`src/rtl/clhp_pkg.sv`:
```
package clhp_pkg;

    // ****************************************
    // Host port
    // ****************************************
    localparam int         DATA_W        = 8;
    localparam int         PTR_W         = 7;
    localparam int         NIB_W         = 4;
    localparam logic [6:0] PTR_ZERO      = 7'h00;
    localparam logic [6:0] PTR_ONE       = 7'h01;

    // Command byte decode, the leading one picks the command
    localparam int CMD_TEXT_ADDR   = 7;
    localparam int CMD_GLYPH_ADDR  = 6;
    localparam int CMD_FUNC_SET    = 5;
    localparam int CMD_SHIFT       = 4;
    localparam int CMD_ENTRY       = 2;
    localparam int FS_WIDE_BIT     = 4;
    localparam int FS_TWO_LINE_BIT = 3;
    localparam int FS_TALL_BIT     = 2;
    localparam int SH_DISPLAY_BIT  = 3;
    localparam int SH_RIGHT_BIT    = 2;
    localparam int EN_UP_BIT       = 1;

    // ****************************************
    // Timing
    // ****************************************
    localparam int CLK_PERIOD_NS = 50;
    localparam int EXEC_TIME_NS  = 40000;
    localparam int EXEC_CYC      = (EXEC_TIME_NS + CLK_PERIOD_NS - 1) / CLK_PERIOD_NS;
    localparam int BUSY_W        = $clog2(EXEC_CYC + 1);

    // ****************************************
    // Memory map
    // ****************************************
    localparam int         TEXT_DEPTH    = 80;
    localparam int         GLYPH_DEPTH   = 64;
    localparam int         GLYPH_AW      = 6;
    localparam logic [6:0] TEXT_LAST_1   = 7'h4f;
    localparam logic [6:0] LINE1_LAST_2  = 7'h27;
    localparam logic [6:0] LINE2_BASE    = 7'h40;
    localparam logic [6:0] LINE2_LAST_2  = 7'h67;
    localparam logic [6:0] LINE_LEN_TWO  = 7'h28;
    localparam logic [6:0] LINE_LEN_ONE  = 7'h50;

    // ****************************************
    // Panel scan
    // ****************************************
    localparam int ROWS_SHORT      = 8;
    localparam int ROWS_TALL       = 11;
    localparam int ROWS_TWO        = 16;
    localparam int CHARS_ONCHIP    = 8;
    localparam int CHARS_FIRST_EXP = 24;
    localparam int CHARS_PER_EXP   = 16;
    localparam int MAX_EXP_ONE     = 5;
    localparam int MAX_EXP_TWO     = 2;
    localparam int DOTS_PER_CHAR   = 5;
    localparam int SEG_COUNT       = 40;
    localparam int GLYPH_CODE_HI   = 4;

endpackage

```
`src/rtl/clhp_top.sv`:
```
// Functional notes
// Write selects command or transfer latch
// Status read: busy bit 7, pointer below
// Data read returns transfer latch
// Accesses only while chip select high
// Bus driven only during reads
// Four-bit mode uses upper lines only
// Command latch is never read back
// Data write stores into addressed memory
// Address write prefetches addressed byte
// Pointer steps after each data access
// Busy blocks all but status read
// Host polls busy before each command
// Seven-bit pointer, last address picks memory
// Text memory holds eighty bytes
// One-line view starts at address 00
// Second line starts at address 40
// One expander shows 24 per line
// Each further expander adds sixteen, one-line
// Two-line mode: two expanders, forty each
// Font table, short font uses upper rows
// Unused rows stay unselected per duty
// Serial dot: one lit, zero dark
// Shift rotates view, memory untouched
// Shift clock, row latch, polarity toggle
module clhp_top import clhp_pkg::*; #(
    parameter int NUM_EXP = 0
) (
    input  wire logic        MCLK,                // Core clock, 20 MHz
    input  wire logic        ARST_N,              // Async reset, active low
    input  wire logic        REGISTER_SELECT,     // Low command, high data
    input  wire logic        DIRECTION_SELECT,    // Low write, high read
    input  wire logic        CHIP_SELECT,         // Frames each access
    input  wire logic [7:0]  HOST_BUS_LINES_I,    // Bus pins in
    output logic      [7:0]  HOST_BUS_LINES_O,    // Bus pins out
    output logic      [7:0]  HOST_BUS_LINES_OE,   // Bus drive enables
    output logic             BUSY_INDICATOR,      // Instruction running
    output logic             SERIAL_DOTS,         // Expansion dot data
    output logic             COLUMN_SHIFT_CLOCK,  // Expansion shift clock
    output logic             ROW_LATCH_PULSE,     // Row latch
    output logic             ALTERNATION_SIGNAL,  // Drive polarity
    output logic      [15:0] ROW_DRIVE,           // Row select, high active
    output logic      [39:0] COLUMN_DRIVE         // On-chip column dots
);

    if (NUM_EXP < 0 || NUM_EXP > MAX_EXP_ONE) begin : g_bad_exp
        $error("clhp_top: bad NUM_EXP");
    end

    // ****************************************
    // State
    // ****************************************
    typedef struct packed {
        logic              rs1;
        logic              rs2;
        logic              dir1;
        logic              dir2;
        logic              cs1;
        logic              cs2;
        logic              cs3;
        logic [7:0]        d1;
        logic [7:0]        d2;
        logic [7:0]        wbyte;
        logic [3:0]        hold;
        logic [7:0]        cmd;
        logic [7:0]        xfer;
        logic [7:0]        bus_out;
        logic [6:0]        ptr;
        logic [6:0]        shift;
        logic              glyph_sel;
        logic              inc;
        logic              wide;
        logic              two_line;
        logic              tall;
        logic              nib;
        logic              wr_pend;
        logic              fetch;
        logic [BUSY_W-1:0] busy;
    } clhp_state_t;

    clhp_state_t s, n;

    // ****************************************
    // Helpers
    // ****************************************
    // Next pointer; text lines wrap into each other, glyph space wraps at 64
    function automatic logic [6:0] step_ptr(input logic [6:0] a, input logic up,
                                            input logic g, input logic two);
        logic [6:0] r;
        r = up ? a + PTR_ONE : a - PTR_ONE;
        if (g) begin
            r = {1'b0, r[5:0]};
        end else if (!two) begin
            if (up && a == TEXT_LAST_1) begin
                r = PTR_ZERO;
            end else if (!up && a == PTR_ZERO) begin
                r = TEXT_LAST_1;
            end
        end else if (up) begin
            if (a == LINE1_LAST_2) begin
                r = LINE2_BASE;
            end else if (a == LINE2_LAST_2) begin
                r = PTR_ZERO;
            end
        end else begin
            if (a == LINE2_BASE) begin
                r = LINE1_LAST_2;
            end else if (a == PTR_ZERO) begin
                r = LINE2_LAST_2;
            end
        end
        return r;
    endfunction

    // Pointer to linear text index; the second line is packed after the first
    function automatic logic [6:0] text_index(input logic [6:0] a, input logic two);
        return (two && a >= LINE2_BASE) ? 7'(a - LINE2_BASE + LINE_LEN_TWO) : a;
    endfunction

    // ****************************************
    // Memories and scan
    // ****************************************
    logic [7:0] txt_ra;
    logic [7:0] txt_rb;
    logic [7:0] gly_ra;
    logic [7:0] gly_rb;
    logic [6:0] scan_txt_addr;
    logic [5:0] scan_gly_addr;
    logic [6:0] host_txt_addr;

    assign host_txt_addr = text_index(s.ptr, s.two_line);

    clhp_mem #(
        .DEPTH (TEXT_DEPTH),
        .WIDTH (DATA_W),
        .AW    (PTR_W)
    ) u_text (
        .clk     (MCLK),
        .wr_en   (s.wr_pend && !s.glyph_sel),
        .wr_addr (host_txt_addr),
        .wr_data (s.xfer),
        .ra_addr (host_txt_addr),
        .ra_data (txt_ra),
        .rb_addr (scan_txt_addr),
        .rb_data (txt_rb)
    );

    clhp_mem #(
        .DEPTH (GLYPH_DEPTH),
        .WIDTH (DATA_W),
        .AW    (GLYPH_AW)
    ) u_glyph (
        .clk     (MCLK),
        .wr_en   (s.wr_pend && s.glyph_sel),
        .wr_addr (s.ptr[5:0]),
        .wr_data (s.xfer),
        .ra_addr (s.ptr[5:0]),
        .ra_data (gly_ra),
        .rb_addr (scan_gly_addr),
        .rb_data (gly_rb)
    );

    clhp_scan #(
        .NUM_EXP (NUM_EXP)
    ) u_scan (
        .clk      (MCLK),
        .arst_n   (ARST_N),
        .two_line (s.two_line),
        .tall     (s.tall),
        .shift    (s.shift),
        .txt_data (txt_rb),
        .gly_data (gly_rb),
        .txt_addr (scan_txt_addr),
        .gly_addr (scan_gly_addr),
        .ser_data (SERIAL_DOTS),
        .sck      (COLUMN_SHIFT_CLOCK),
        .latch    (ROW_LATCH_PULSE),
        .alt      (ALTERNATION_SIGNAL),
        .rows     (ROW_DRIVE),
        .cols     (COLUMN_DRIVE)
    );

    // ****************************************
    // Host access
    // ****************************************
    logic       is_busy;
    logic       cs_rise;
    logic       cs_fall;
    logic       whole;
    logic [7:0] byte_in;
    logic [7:0] rd_src;
    logic [6:0] line_len;

    always_comb begin
        n          = s;
        n.rs1      = REGISTER_SELECT;
        n.rs2      = s.rs1;
        n.dir1     = DIRECTION_SELECT;
        n.dir2     = s.dir1;
        n.cs1      = CHIP_SELECT;
        n.cs2      = s.cs1;
        n.cs3      = s.cs2;
        n.d1       = HOST_BUS_LINES_I;
        n.d2       = s.d1;
        n.wr_pend  = 1'b0;
        n.fetch    = 1'b0;
        is_busy    = (s.busy != '0);
        cs_rise    = s.cs2 && !s.cs3;
        cs_fall    = !s.cs2 && s.cs3;
        whole      = s.wide || s.nib;
        byte_in    = s.wide ? s.wbyte : {s.hold, s.wbyte[7:4]};
        line_len   = s.two_line ? LINE_LEN_TWO : LINE_LEN_ONE;
        // Command latch has no read path at all
        rd_src     = s.rs2 ? s.xfer : {is_busy, s.ptr};

        if (is_busy) begin
            n.busy = s.busy - BUSY_W'(1);
        end

        // Data lines are sampled through the last cycle of a write
        if (s.cs2 && !s.dir2) begin
            n.wbyte = s.d2;
        end

        // Read data is frozen at the start of the cycle so the pins stay steady
        if (cs_rise && s.dir2) begin
            n.bus_out = (!s.wide && s.nib) ? {rd_src[3:0], 4'h0} : rd_src;
        end

        if (cs_fall) begin
            if (!s.wide) begin
                n.nib = ~s.nib;
                if (!s.nib) begin
                    n.hold = s.wbyte[7:4];
                end
            end
            // Only status reads get through while busy
            if (whole && !is_busy) begin
                case ({s.rs2, s.dir2})
                    2'b00: begin
                        n.cmd  = byte_in;
                        n.busy = BUSY_W'(EXEC_CYC);
                        if (byte_in[CMD_TEXT_ADDR]) begin
                            n.ptr       = byte_in[6:0];
                            n.glyph_sel = 1'b0;
                            n.fetch     = 1'b1;
                        end else if (byte_in[CMD_GLYPH_ADDR]) begin
                            n.ptr       = {1'b0, byte_in[5:0]};
                            n.glyph_sel = 1'b1;
                            n.fetch     = 1'b1;
                        end else if (byte_in[CMD_FUNC_SET]) begin
                            n.wide      = byte_in[FS_WIDE_BIT];
                            n.two_line  = byte_in[FS_TWO_LINE_BIT];
                            n.tall      = byte_in[FS_TALL_BIT];
                            n.shift     = PTR_ZERO;
                            n.nib       = 1'b0;
                        end else if (byte_in[CMD_SHIFT]) begin
                            if (!byte_in[SH_DISPLAY_BIT]) begin
                                n.ptr = step_ptr(s.ptr, !byte_in[SH_RIGHT_BIT],
                                                 s.glyph_sel, s.two_line);
                            end else if (!byte_in[SH_RIGHT_BIT]) begin
                                n.shift = (s.shift == line_len - PTR_ONE) ? PTR_ZERO
                                        : s.shift + PTR_ONE;
                            end else begin
                                n.shift = (s.shift == PTR_ZERO) ? line_len - PTR_ONE
                                        : s.shift - PTR_ONE;
                            end
                        end else if (byte_in[CMD_ENTRY]) begin
                            n.inc = byte_in[EN_UP_BIT];
                        end
                    end
                    2'b10: begin
                        n.xfer    = byte_in;
                        n.wr_pend = 1'b1;
                        n.busy    = BUSY_W'(EXEC_CYC);
                    end
                    2'b11: begin
                        n.ptr   = step_ptr(s.ptr, s.inc, s.glyph_sel, s.two_line);
                        n.fetch = 1'b1;
                        n.busy  = BUSY_W'(EXEC_CYC);
                    end
                    default: begin
                    end
                endcase
            end
        end

        // Memory write lands this cycle, then the pointer moves on
        if (s.wr_pend) begin
            n.ptr = step_ptr(s.ptr, s.inc, s.glyph_sel, s.two_line);
        end

        if (s.fetch) begin
            n.xfer = s.glyph_sel ? gly_ra : txt_ra;
        end
    end

    always_ff @(posedge MCLK or negedge ARST_N) begin
        if (!ARST_N) begin
            s      <= '0;
            s.wide <= 1'b1;
            s.inc  <= 1'b1;
        end else begin
            s <= n;
        end
    end

    // ****************************************
    // Pins
    // ****************************************
    assign HOST_BUS_LINES_O          = s.bus_out;
    // Drive only while a framed read is in progress
    assign HOST_BUS_LINES_OE[7:4]    = {4{s.cs2 && s.dir2}};
    assign HOST_BUS_LINES_OE[3:0]    = {4{s.cs2 && s.dir2 && s.wide}};
    assign BUSY_INDICATOR            = (s.busy != '0);

endmodule

```
`src/rtl/clhp_mem.sv`:
```
module clhp_mem #(
    parameter int DEPTH = 80,
    parameter int WIDTH = 8,
    parameter int AW    = 7
) (
    input  wire logic             clk,      // Core clock
    input  wire logic             wr_en,    // Write strobe
    input  wire logic [AW-1:0]    wr_addr,  // Write index
    input  wire logic [WIDTH-1:0] wr_data,  // Write byte
    input  wire logic [AW-1:0]    ra_addr,  // Host read index
    output logic      [WIDTH-1:0] ra_data,  // Host read byte
    input  wire logic [AW-1:0]    rb_addr,  // Scan read index
    output logic      [WIDTH-1:0] rb_data   // Scan read byte
);

    if (DEPTH > (1 << AW)) begin : g_bad_depth
        $error("clhp_mem: DEPTH exceeds address range");
    end

    logic [WIDTH-1:0] mem [DEPTH];

    // Writes past the end are dropped; such reads give zero
    always_ff @(posedge clk) begin
        if (wr_en && (int'(wr_addr) < DEPTH)) begin
            mem[wr_addr] <= wr_data;
        end
    end

    assign ra_data = (int'(ra_addr) < DEPTH) ? mem[ra_addr] : '0;
    assign rb_data = (int'(rb_addr) < DEPTH) ? mem[rb_addr] : '0;

endmodule

```
`src/rtl/clhp_scan.sv`:
```
module clhp_scan import clhp_pkg::*; #(
    parameter int NUM_EXP = 0
) (
    input  wire logic           clk,       // Core clock
    input  wire logic           arst_n,    // Async reset, active low
    input  wire logic           two_line,  // Two-line mode
    input  wire logic           tall,      // 5x10 font
    input  wire logic [6:0]     shift,     // Display rotation
    input  wire logic [7:0]     txt_data,  // Character code
    input  wire logic [7:0]     gly_data,  // User glyph row
    output logic      [6:0]     txt_addr,  // Text index
    output logic      [5:0]     gly_addr,  // User glyph index
    output logic                ser_data,  // Serial dot
    output logic                sck,       // Shift clock
    output logic                latch,     // Row latch
    output logic                alt,       // Polarity toggle
    output logic      [15:0]    rows,      // Row select
    output logic      [39:0]    cols       // Column dots
);

    if (NUM_EXP < 0 || NUM_EXP > MAX_EXP_ONE) begin : g_bad_exp
        $error("clhp_scan: bad NUM_EXP");
    end

    localparam int LEN1 = (NUM_EXP == 0) ? CHARS_ONCHIP
                        : CHARS_FIRST_EXP + CHARS_PER_EXP * (NUM_EXP - 1);
    localparam int EXP2 = (NUM_EXP > MAX_EXP_TWO) ? MAX_EXP_TWO : NUM_EXP;
    localparam int LEN2 = (EXP2 == 0) ? CHARS_ONCHIP
                        : CHARS_FIRST_EXP + CHARS_PER_EXP * (EXP2 - 1);

    typedef enum logic [0:0] {
        CLHP_SHIFT = 1'b0,
        CLHP_LATCH = 1'b1
    } clhp_scan_st_t;

    typedef struct packed {
        clhp_scan_st_t st;
        logic [3:0]    row;
        logic [6:0]    chr;
        logic [2:0]    dot;
        logic          ph;
        logic          sd;
        logic          sck;
        logic          lp;
        logic          alt;
        logic [39:0]   seg;
        logic [39:0]   col;
        logic [15:0]   rsel;
    } clhp_scan_t;

    clhp_scan_t s, n;

    // Stand-in font; the real pattern set is fixed at mask time
    function automatic logic [4:0] rom_row(input logic [7:0] c, input logic [3:0] r);
        return c[4:0] ^ {r, r[0]};
    endfunction

    logic [3:0] gr;
    logic [6:0] pos;
    logic [6:0] len;
    logic [4:0] pat;
    logic       pix;
    logic [3:0] last_row;

    always_comb begin
        len      = two_line ? 7'(LEN2) : 7'(LEN1);
        last_row = two_line ? 4'(ROWS_TWO - 1) : (tall ? 4'(ROWS_TALL - 1) : 4'(ROWS_SHORT - 1));
        gr       = two_line ? {1'b0, s.row[2:0]} : s.row;
        // Rotation moves every line at once, memory untouched
        pos      = s.chr + shift;
        if (pos >= (two_line ? LINE_LEN_TWO : LINE_LEN_ONE)) begin
            pos = pos - (two_line ? LINE_LEN_TWO : LINE_LEN_ONE);
        end
        txt_addr = (two_line && s.row[3]) ? 7'(pos + LINE_LEN_TWO) : pos;
        gly_addr = (tall && !two_line) ? {txt_data[2:1], gr} : {txt_data[2:0], gr[2:0]};
        pat      = (txt_data[7:GLYPH_CODE_HI] == '0) ? gly_data[4:0] : rom_row(txt_data, gr);
        // Last row of the cell is the cursor line, left dark here
        pix      = ((tall && !two_line) ? (gr < 4'(ROWS_TALL - 1)) : (gr < 4'(ROWS_SHORT - 1)))
                 && pat[3'(DOTS_PER_CHAR - 1) - s.dot];
    end

    always_comb begin
        n     = s;
        n.lp  = 1'b0;
        n.sck = 1'b0;
        case (s.st)
            CLHP_SHIFT: begin
                if (!s.ph) begin
                    n.sd = pix;
                    n.ph = 1'b1;
                end else begin
                    n.sck = 1'b1;
                    n.ph  = 1'b0;
                    if (s.chr < 7'(CHARS_ONCHIP)) begin
                        n.seg = {s.seg[38:0], s.sd};
                    end
                    if (s.dot == 3'(DOTS_PER_CHAR - 1)) begin
                        n.dot = '0;
                        if (s.chr == len - 7'h01) begin
                            n.chr = '0;
                            n.st  = CLHP_LATCH;
                        end else begin
                            n.chr = s.chr + 7'h01;
                        end
                    end else begin
                        n.dot = s.dot + 3'h1;
                    end
                end
            end
            CLHP_LATCH: begin
                n.lp   = 1'b1;
                n.col  = s.seg;
                n.rsel = 16'h0001 << s.row;
                n.st   = CLHP_SHIFT;
                if (s.row >= last_row) begin
                    n.row = '0;
                    n.alt = ~s.alt;
                end else begin
                    n.row = s.row + 4'h1;
                end
            end
            default: n.st = CLHP_SHIFT;
        endcase
    end

    always_ff @(posedge clk or negedge arst_n) begin
        if (!arst_n) begin
            s <= '0;
        end else begin
            s <= n;
        end
    end

    assign ser_data = s.sd;
    assign sck      = s.sck;
    assign latch    = s.lp;
    assign alt      = s.alt;
    assign rows     = s.rsel;
    assign cols     = s.col;

endmodule

```
`config.mk`:
```
export PLATFORM = sky130hd
export DESIGN_NAME = clhp_top
export DESIGN_NICKNAME = d
export VERILOG_FILES = /design/src/rtl/clhp_pkg.sv /design/src/rtl/clhp_top.sv /design/src/rtl/clhp_mem.sv /design/src/rtl/clhp_scan.sv
export SDC_FILE = /design/constraint.sdc
export NUM_CORES = 2
export LEC_CHECK = 0
export ABC_AREA = 1
export ABC_CLOCK_PERIOD_IN_PS = 4200
export BUFFER_PORTS_ARGS = -buffer_cell sky130_fd_sc_hd__buf_2
export CORE_AREA = 2 2 348 608
export CTS_BUF_LIST = sky130_fd_sc_hd__clkbuf_8 sky130_fd_sc_hd__clkbuf_16
export CTS_CLUSTER_SIZE = 20
export DETAILED_ROUTE_END_ITERATION = 8
export DIE_AREA = 0 0 350 610
export PLACE_DENSITY = 0.56
export SETUP_SLACK_MARGIN = 0.15
export SYNTH_ARGS = -nofsm -noshare
export SYNTH_HDL_FRONTEND = slang
export SYNTH_SLANG_ARGS = --single-unit
```
`constraint.sdc`:
```
create_clock -name MCLK -period 4.2 [get_ports MCLK]
set_input_delay 0.42 -clock MCLK [delete_from_list [all_inputs] [get_ports MCLK]]
set_output_delay 0.42 -clock MCLK [all_outputs]
set_load 0.05 [all_outputs]
```
# After elaboration in Yosys (flattened, before gate mapping)
# Memory sizes are Yosys's and may differ from the RTL's.
# Index checks and enable logic that the tools add are counted.
totals:
  word_cells: 231
  ram_bits: 1152
  output_inout_bits: 77
  memories: 2
  inputBits: 13
  reg_bits: 199
memory_table:
  columns: ["memory", "depth", "word_bits", "rd", "rd_ports_with_merged_regs", "write_ports", "line_no", "rtl"]
  rows:
  - ["u_text.mem", 80, 8, 2, 0, 1, "clhp_mem.sv:20", "logic [WIDTH-1:0] mem [DEPTH];"]
  - ["u_glyph.mem", 64, 8, 2, 0, 1, "clhp_mem.sv:20", null]
classes:
  eq_ne: 12
  shift: 1
  n_reduce_logical: 56
  n_bitwise: 10
  magnitude_cmp: 9
  n_mux: 90
  n_addsub: 15
op_table:
  columns: ["operator", "n"]
  rows:
  - ["$mux 7", 37]
  - ["$mux 8", 10]
  - ["$mux 32", 2]
  - ["$mux 4", 6]
  - ["$mux 1", 22]
  - ["$add 7x1->7 const B", 3]
  - ["$eq 7x7->1 const B", 3]
  - ["$sub 7x1->7 const B", 3]
  - ["$mux 10", 2]
  - ["$logic_and 1x1->1", 19]
  - ["$reduce_bool 2->1", 8]
  - ["$shl 1x4->16 const A", 1]
  - ["$mux 5", 3]
  - ["$ne 5x5->1 const B", 3]
  - ["$add 7x6->7 const B", 2]
  - ["$logic_not 7->1", 2]
  - ["$lt 7x7->1 const B", 2]
  - ["$mux 14", 1]
  - ["$pmux 7 s2", 1]
  - ["$mux 13", 1]
  - ["$reduce_and 3->1", 4]
  - ["$reduce_and 6->1", 2]
  - ["$reduce_bool 10->1", 1]
  - ["$sub 10x1->10 const B", 1]
  - ["other kinds (34)", 54]

# Logic depth before layout (Yosys ltp)
depth:
  depth_word: 16
  depth_mapped: 38
  mapped_depth_nobuf: 37

# Hierarchy
# From an unflattened synthesis, not the netlist that was laid out.
unflattened:
  cells_unflattened: 8251
  area_unflattened_um2: 70792.9
by_module_without_submodules:
  columns: ["module", "area_each_um2", "instances", "cells_per_inst"]
  rows:
  - ["clhp_mem (u_text)", 33513.4, 1, 3920]
  - ["clhp_mem (u_glyph)", 26505.4, 1, 3009]
  - ["clhp_scan", 5873.1, 1, 678]
  - ["clhp_top", 4901.0, 1, 644]

# Worst setup path before layout
# No wires, ideal clock.
synth_path:
  path_kind: "flip-flop to flip-flop"
  start: "register u_scan.s[106] (netlist name)"
  end: "register u_scan.s, in the netlist u_scan.ser_data"
  arrival_time_ps: 4118
  required_ps: 4082
  setup_time_ps: 118
  stages_incl_launch_ff: 30
  path_buffers: 1
  setup_slack_ps: -35
  period_less_slack_ps: 4235
  cell_sequence: "dfrtp_1 -> ha_1 -> a21oi_2 -> nand3_1 -> nand2_1 -> ha_1 -> inv_1 -> fa_1 -> a21oi_1 -> nand2_4 -> inv_4 -> nand2_2 -> nand2_1 -> inv_2 -> ha_1 -> o21ai_2 -> buf_2 -> nand3_1 -> a21oi_1 -> nand3_1 -> nand3_2 -> nand4_4 -> inv_2 -> nand3_1 -> nand2_1 -> nand3_1 -> nand2_1 -> nand2_1 -> nand2_1 -> nand2_1"
synth_between:
  elab_chain_len: 13
  word_cells_on_any_way: 17
  classes_between: "3 x add/sub; 2 x order compare; 7 x mux; 1 x bitwise; 2 x reduce/logical; 2 x memory"
synth_lines:
  columns: ["element", "line_no", "rtl"]
  rows:
  - ["from (decl)", "clhp_scan.sv:51", "clhp_scan_t s, n;"]
  - ["from (signal assigned)", "clhp_scan.sv:130", "s <= n;"]
  - ["$add 7x7->7 *", "clhp_scan.sv:70", "pos = s.chr + shift;"]
  - ["$sub 7x7->7 / $ge 7x7->1 (equally long branches)", "clhp_scan.sv:72, clhp_scan.sv:71", null]
  - ["$mux 7 *", "clhp_scan.sv:71", "if (pos >= (two_line ? LINE_LEN_TWO : LINE_LEN_ONE)) begin"]
  - ["$add 7x6->7", "clhp_scan.sv:74", "txt_addr = (two_line && s.row[3]) ? 7'(pos + LINE_LEN_TWO) : pos;"]
  - ["$mux 7 *", "clhp_scan.sv:74", null]
  - ["$mem_v2 80x8 / $lt 7x7->1 (equally long branches)", null, null]
  - ["$mux 8 *", "clhp_mem.sv:30", "assign rb_data = (int'(rb_addr) < DEPTH) ? mem[rb_addr] : '0;"]
  - ["$mux 4", "clhp_scan.sv:75", "gly_addr = (tall && !two_line) ? {txt_data[2:1], gr} : {txt_data[2:0], gr[2:0]};"]
  - ["$mem_v2 64x8", null, null]
  - ["$mux 5 *", "clhp_scan.sv:76", "pat = (txt_data[7:GLYPH_CODE_HI] == '0) ? gly_data[4:0] : rom_row(txt_data, gr);"]
  - ["$bmux 1 s3 *", "clhp_scan.sv:79", "&& pat[3'(DOTS_PER_CHAR - 1) - s.dot];"]
  - ["$mux 1 (not written as such) *", "clhp_scan.sv:79", null]
  - ["$logic_and 1x1->1 *", "clhp_scan.sv:79", null]
# Every way passes the cells marked *; elsewhere a longest branch is shown, timed or not. The select of a mux whose other input is x is not followed.
# A chain may end at the register's enable or synchronous reset.

# Worst setup path after layout
layout_path:
  start: "register s[18] (netlist name)"
  end: "register u_scan.s, in the netlist u_scan.ser_data"
layout_between:
  elab_chain_len: 13
  word_cells_on_any_way: 17
  classes_between: "3 x add/sub; 2 x order compare; 7 x mux; 1 x bitwise; 2 x reduce/logical; 2 x memory"
layout_lines:
  columns: ["element", "line_no", "rtl"]
  rows:
  - ["from (decl)", "clhp_top.sv:81", "clhp_state_t s, n;"]
  - ["from (signal assigned)", "clhp_top.sv:304", "s <= n;"]
  - ["$add 7x7->7 *", "clhp_scan.sv:70", null]
  - ["$sub 7x7->7 / $ge 7x7->1 (equally long branches)", "clhp_scan.sv:72, clhp_scan.sv:71", null]
  - ["$mux 7 *", "clhp_scan.sv:71", null]
  - ["$add 7x6->7", "clhp_scan.sv:74", null]
  - ["$mux 7 *", "clhp_scan.sv:74", null]
  - ["$mem_v2 80x8 / $lt 7x7->1 (equally long branches)", null, null]
  - ["$mux 8 *", "clhp_mem.sv:30", null]
  - ["$mux 4", "clhp_scan.sv:75", null]
  - ["$mem_v2 64x8", null, null]
  - ["$mux 5 *", "clhp_scan.sv:76", null]
  - ["$bmux 1 s3 *", "clhp_scan.sv:79", null]
  - ["$mux 1 (not written as such) *", "clhp_scan.sv:79", null]
  - ["$logic_and 1x1->1 *", "clhp_scan.sv:79", null]
# Marks and branches as above.

==> out/qor.yml <==
worst_hold_path:
  hp-class: "in -> async"
placed_design:
  place_congestion: 0.992
  placedCellCount: 9020
  place_hpwl_mm: 182
  io_buffers: 89
  pre_cts_ws_ns: -0.471
logic_synthesis:
  yosys_warnings: 0
  yosysMostFrequentCell: "nand2_1"
  ys_seq_elements: 1351
  netlist_instances: 5787
  yosysTopAreaCell: "edfxtp_1"
  yosysSeqAreaShare_pct: 63.6
  synth_top_area_share_pct: 55.6
  synth_area_sq_mm: 0.0622
  synth_common_cells: "nand2_1 (1162), edfxtp_1 (1152), o21ai_0 (398), nor2_1 (395), inv_1 (360)"
  synth_edf_count: 1152
  async_reset_ff_share_pct: 14.7
  synth.avg_cell_area_sq_um: 10.7
  yosys-top-cells-area: "edfxtp_1 (56%), dfrtp_1 (7.9%), nand2_1 (7.0%)"
  yosys_most_used_dff: "edfxtp_1"
  synthesis.nets: 5839
  ys_types: 71
setup_path:
  cp.arrival_ns: 5.34
  crit_path_max_fanout: 5
  cp.buffers_inverters: 9
  critPathSlowestCell: "fa_4"
  path_delay_family: "simple AND/OR/NAND/NOR gates"
  crit_required_ns: 4.91
  critPathLaunchType: "flip-flop"
  worst_setup_path_end_kind: "flip-flop"
  crit_path_frequent_cell: "nand2_4"
  path_class: "reg -> reg"
  cpPeakStageDelay_ns: 0.48
timing:
  clock.fmax_mhz: 216
  rsz0062_at_grt: "yes"
  relSlewSlack_pct: 23.9
  clock_skew_ns: 0.0677
  holdWs_ns: 0.327
  final-setup-viol-count: 1
  slew_viol_final: 0
  hold_viol: 0
  fin_crit_sh_pct: 110
  setup_ws_ns: -0.432
  tightest_slew_ns: 1.13
  fin_crit_ns: 4.63
power:
  p_switching_uw: 8440
  p_clk_share_pct: 37.2
  comb_power_share_pct: 13.9
  power_leakage_uw: 0.0286
  p_int_uw: 22300
  powerDensity_mw_per_mm2: 406
  switching_share_pct: 27.5
  seq_power_share_pct: 48.9
  ir_worst_vdd_uv: 338
final_layout:
  finish.utilization_pct: 36.3
  drive_above_1_share_pct: 19.1
  final_cells: 9272
  fillers: 20487
  syn_to_final_growth_pct: 21.7
  nets: 6421
die:
  rows: 222
  die_w_um: 350
  die_h_um: 610
  start_util_pct: 29.8
  dieArea_sq_mm: 0.214
  core_area_sq_mm: 0.209
  ios: 90
clock_network:
  tritoncts: "built"
  cts_root_buffer: "clkbuf_16"
  cts_num_sinks: 1351
  clock_path_buffers: 3
  cts_made_buffers: 117
  clk_latency_ns: 0.78
  cts_htree_levels: 3
  clk_pin_slew_ns: 0.07
detailed_routing:
  wirelength_mm: 259
  ant_nets: 0
  dr_total_vias: 51005
  drt_drc_violations_left: 0
  drt-vias-per-instance: 5.50
  initialDrtViolationCount: 5405
  first_pass_iters: 8
  wl_per_cell_um: 27.9
run_status:
  outcome: "finished, violations left"
  violations: "setup timing"
global_routing:
  grt_usage_pct: 23.7
  antenna_found_initial: 3
  grt_start_max_net_pins: 119
  overflow: 0
  grt_pass1_wl_mm: 364
  grt_pass1_vias: 51165
job:
  maxCapViolations: 0
logic make-up (layout without fill, tap and decap cells):
logic type / Yosys count / after routing / synth area share (%)
flip-flops: 1351 / 1351 / 63.6
AO/OA/AOI/OAI: 1500 / 1500 / 15.7
buffers and inverters: 827 / 1507 / 5.74
AND/OR/NAND/NOR: 2036 / 2039 / 13.7
adder cells (fa/ha/maj): 39 / 39 / 0.809
XOR/XNOR: 33 / 33 / 0.465
multiplexers: 1 / 1 / 0.0181
other: 0 / 2 / 0
registers in the layout (all words and copies together) (netlist names):
name and cells:
u_text.mem 640, u_glyph.mem 512, s 63, u_scan.s 56
u_scan.cols 40, u_scan.rows 16, n 12, HOST_BUS_LINES_O 8
u_scan.alt 1, u_scan.latch 1, u_scan.sck 1, u_scan.ser_data 1
power by group through the flow:
stage | registers [uW] | clock network (uW) | logic, uW
after global placement | 15300 | 0 | 4160
final | 15000 | 11400 | 4280
after detailed placement | 15300 | 0 | 4160
after CTS | 15000 | 11500 | 4200
after global routing | 15000 | 12000 | 4400
after floorplan | 15300 | 0 | 1700
per-stage QoR:
step / cell area [sq um] / TNS, ns / power [uW]
2_1_floorplan: 62200 / 0 / 17000
3_3_place_gp: 71000 / -0.557 / 19400
3_5_place_dp: 71000 / -0.471 / 19400
4_1_cts: 75300 / -0.356 / 30700
5_1_grt: 75600 / -0.609 / 31400
6_report: 75600 / -0.432 / 30700
placed cells by master (no fill, tap or decap), types with 13 or more instances in the layout:
cell type,synthesis,layout
clkbuf_16,0,117
nand3_1,312,294
a221oi_1,76,76
nand2_2,8,30
a32oi_1,30,30
buf_4,83,718
clkinv_1,11,28
buf_12,0,71
o22ai_1,227,227
o211ai_1,122,122
buf_2,80,88
inv_1,360,366
xor2_1,28,28
clkinv_2,0,30
nand2_1,1162,1130
bufinv_16,0,15
nor3_1,55,52
nand2_4,5,15
o21ai_0,398,398
edfxtp_1,1152,1152
a22oi_1,69,69
a32o_1,44,44
a31oi_1,20,20
nor2_1,395,389
a21oi_1,287,284
o221ai_1,48,48
a22o_1,31,31
nand3_2,6,19
inv_2,17,16
nand4_1,66,66
dfrtp_1,197,186
o2111ai_1,13,13
o41ai_1,52,49
ha_1,37,30
final cells by class:
cell class                      instances  area, sq um  share of cell area (%)
Multi-Input combinational cell       3612        19600                    25.9
Timing Repair Buffer                  897         7480                    9.89
Tap cell                             2800         3500                    4.63
Clock buffer                          122         3000                    3.96
Clock inverter                         98          975                    1.29
Antenna cell                            2         5.00                 0.00662
Sequential cell                      1351        39600                    52.4
Inverter                              390         1500                    1.99
layer usage:
layer | vias up | track usage, % | wire [um]
met1 | 25251 | 23.3 | 82900
met4 | 0 | 24.3 | 31400
li1 | 22249 | - | -
met5 | - | 0 | 0
met2 | 2563 | 41.2 | 129000
met3 | 942 | 3.58 | 16000
final timing paths:
check / to / from / slack (ns) / cells past startpoint
worst max register to register: u_scan.ser_data / s[18] / -0.43 / 34
worst max-delay path: u_scan.ser_data / s[18] / -0.43 / 34
worst min register to register: s[75] / n[75] / 0.35 / 0
max in group asynchronous: u_scan.cols[16] / ARST_N / 2.85 / 3
min in group MCLK: n[74] / HOST_BUS_LINES_I[6] / 0.33 / 2
worst min-delay path: s[4] / ARST_N / 0.33 / 2
what timing repair did:
item                                   in CTS  in global routing
setup endpoints to repair                   1                  1
pin swaps                                  14                 47
setup buffers                               9                  5
gates cloned                                4                  0
gates resized for setup                    26                 70
endpoints found under the hold margin     127                  0
hold buffers                               12                  0
Power figures use the tool's default switching activity.
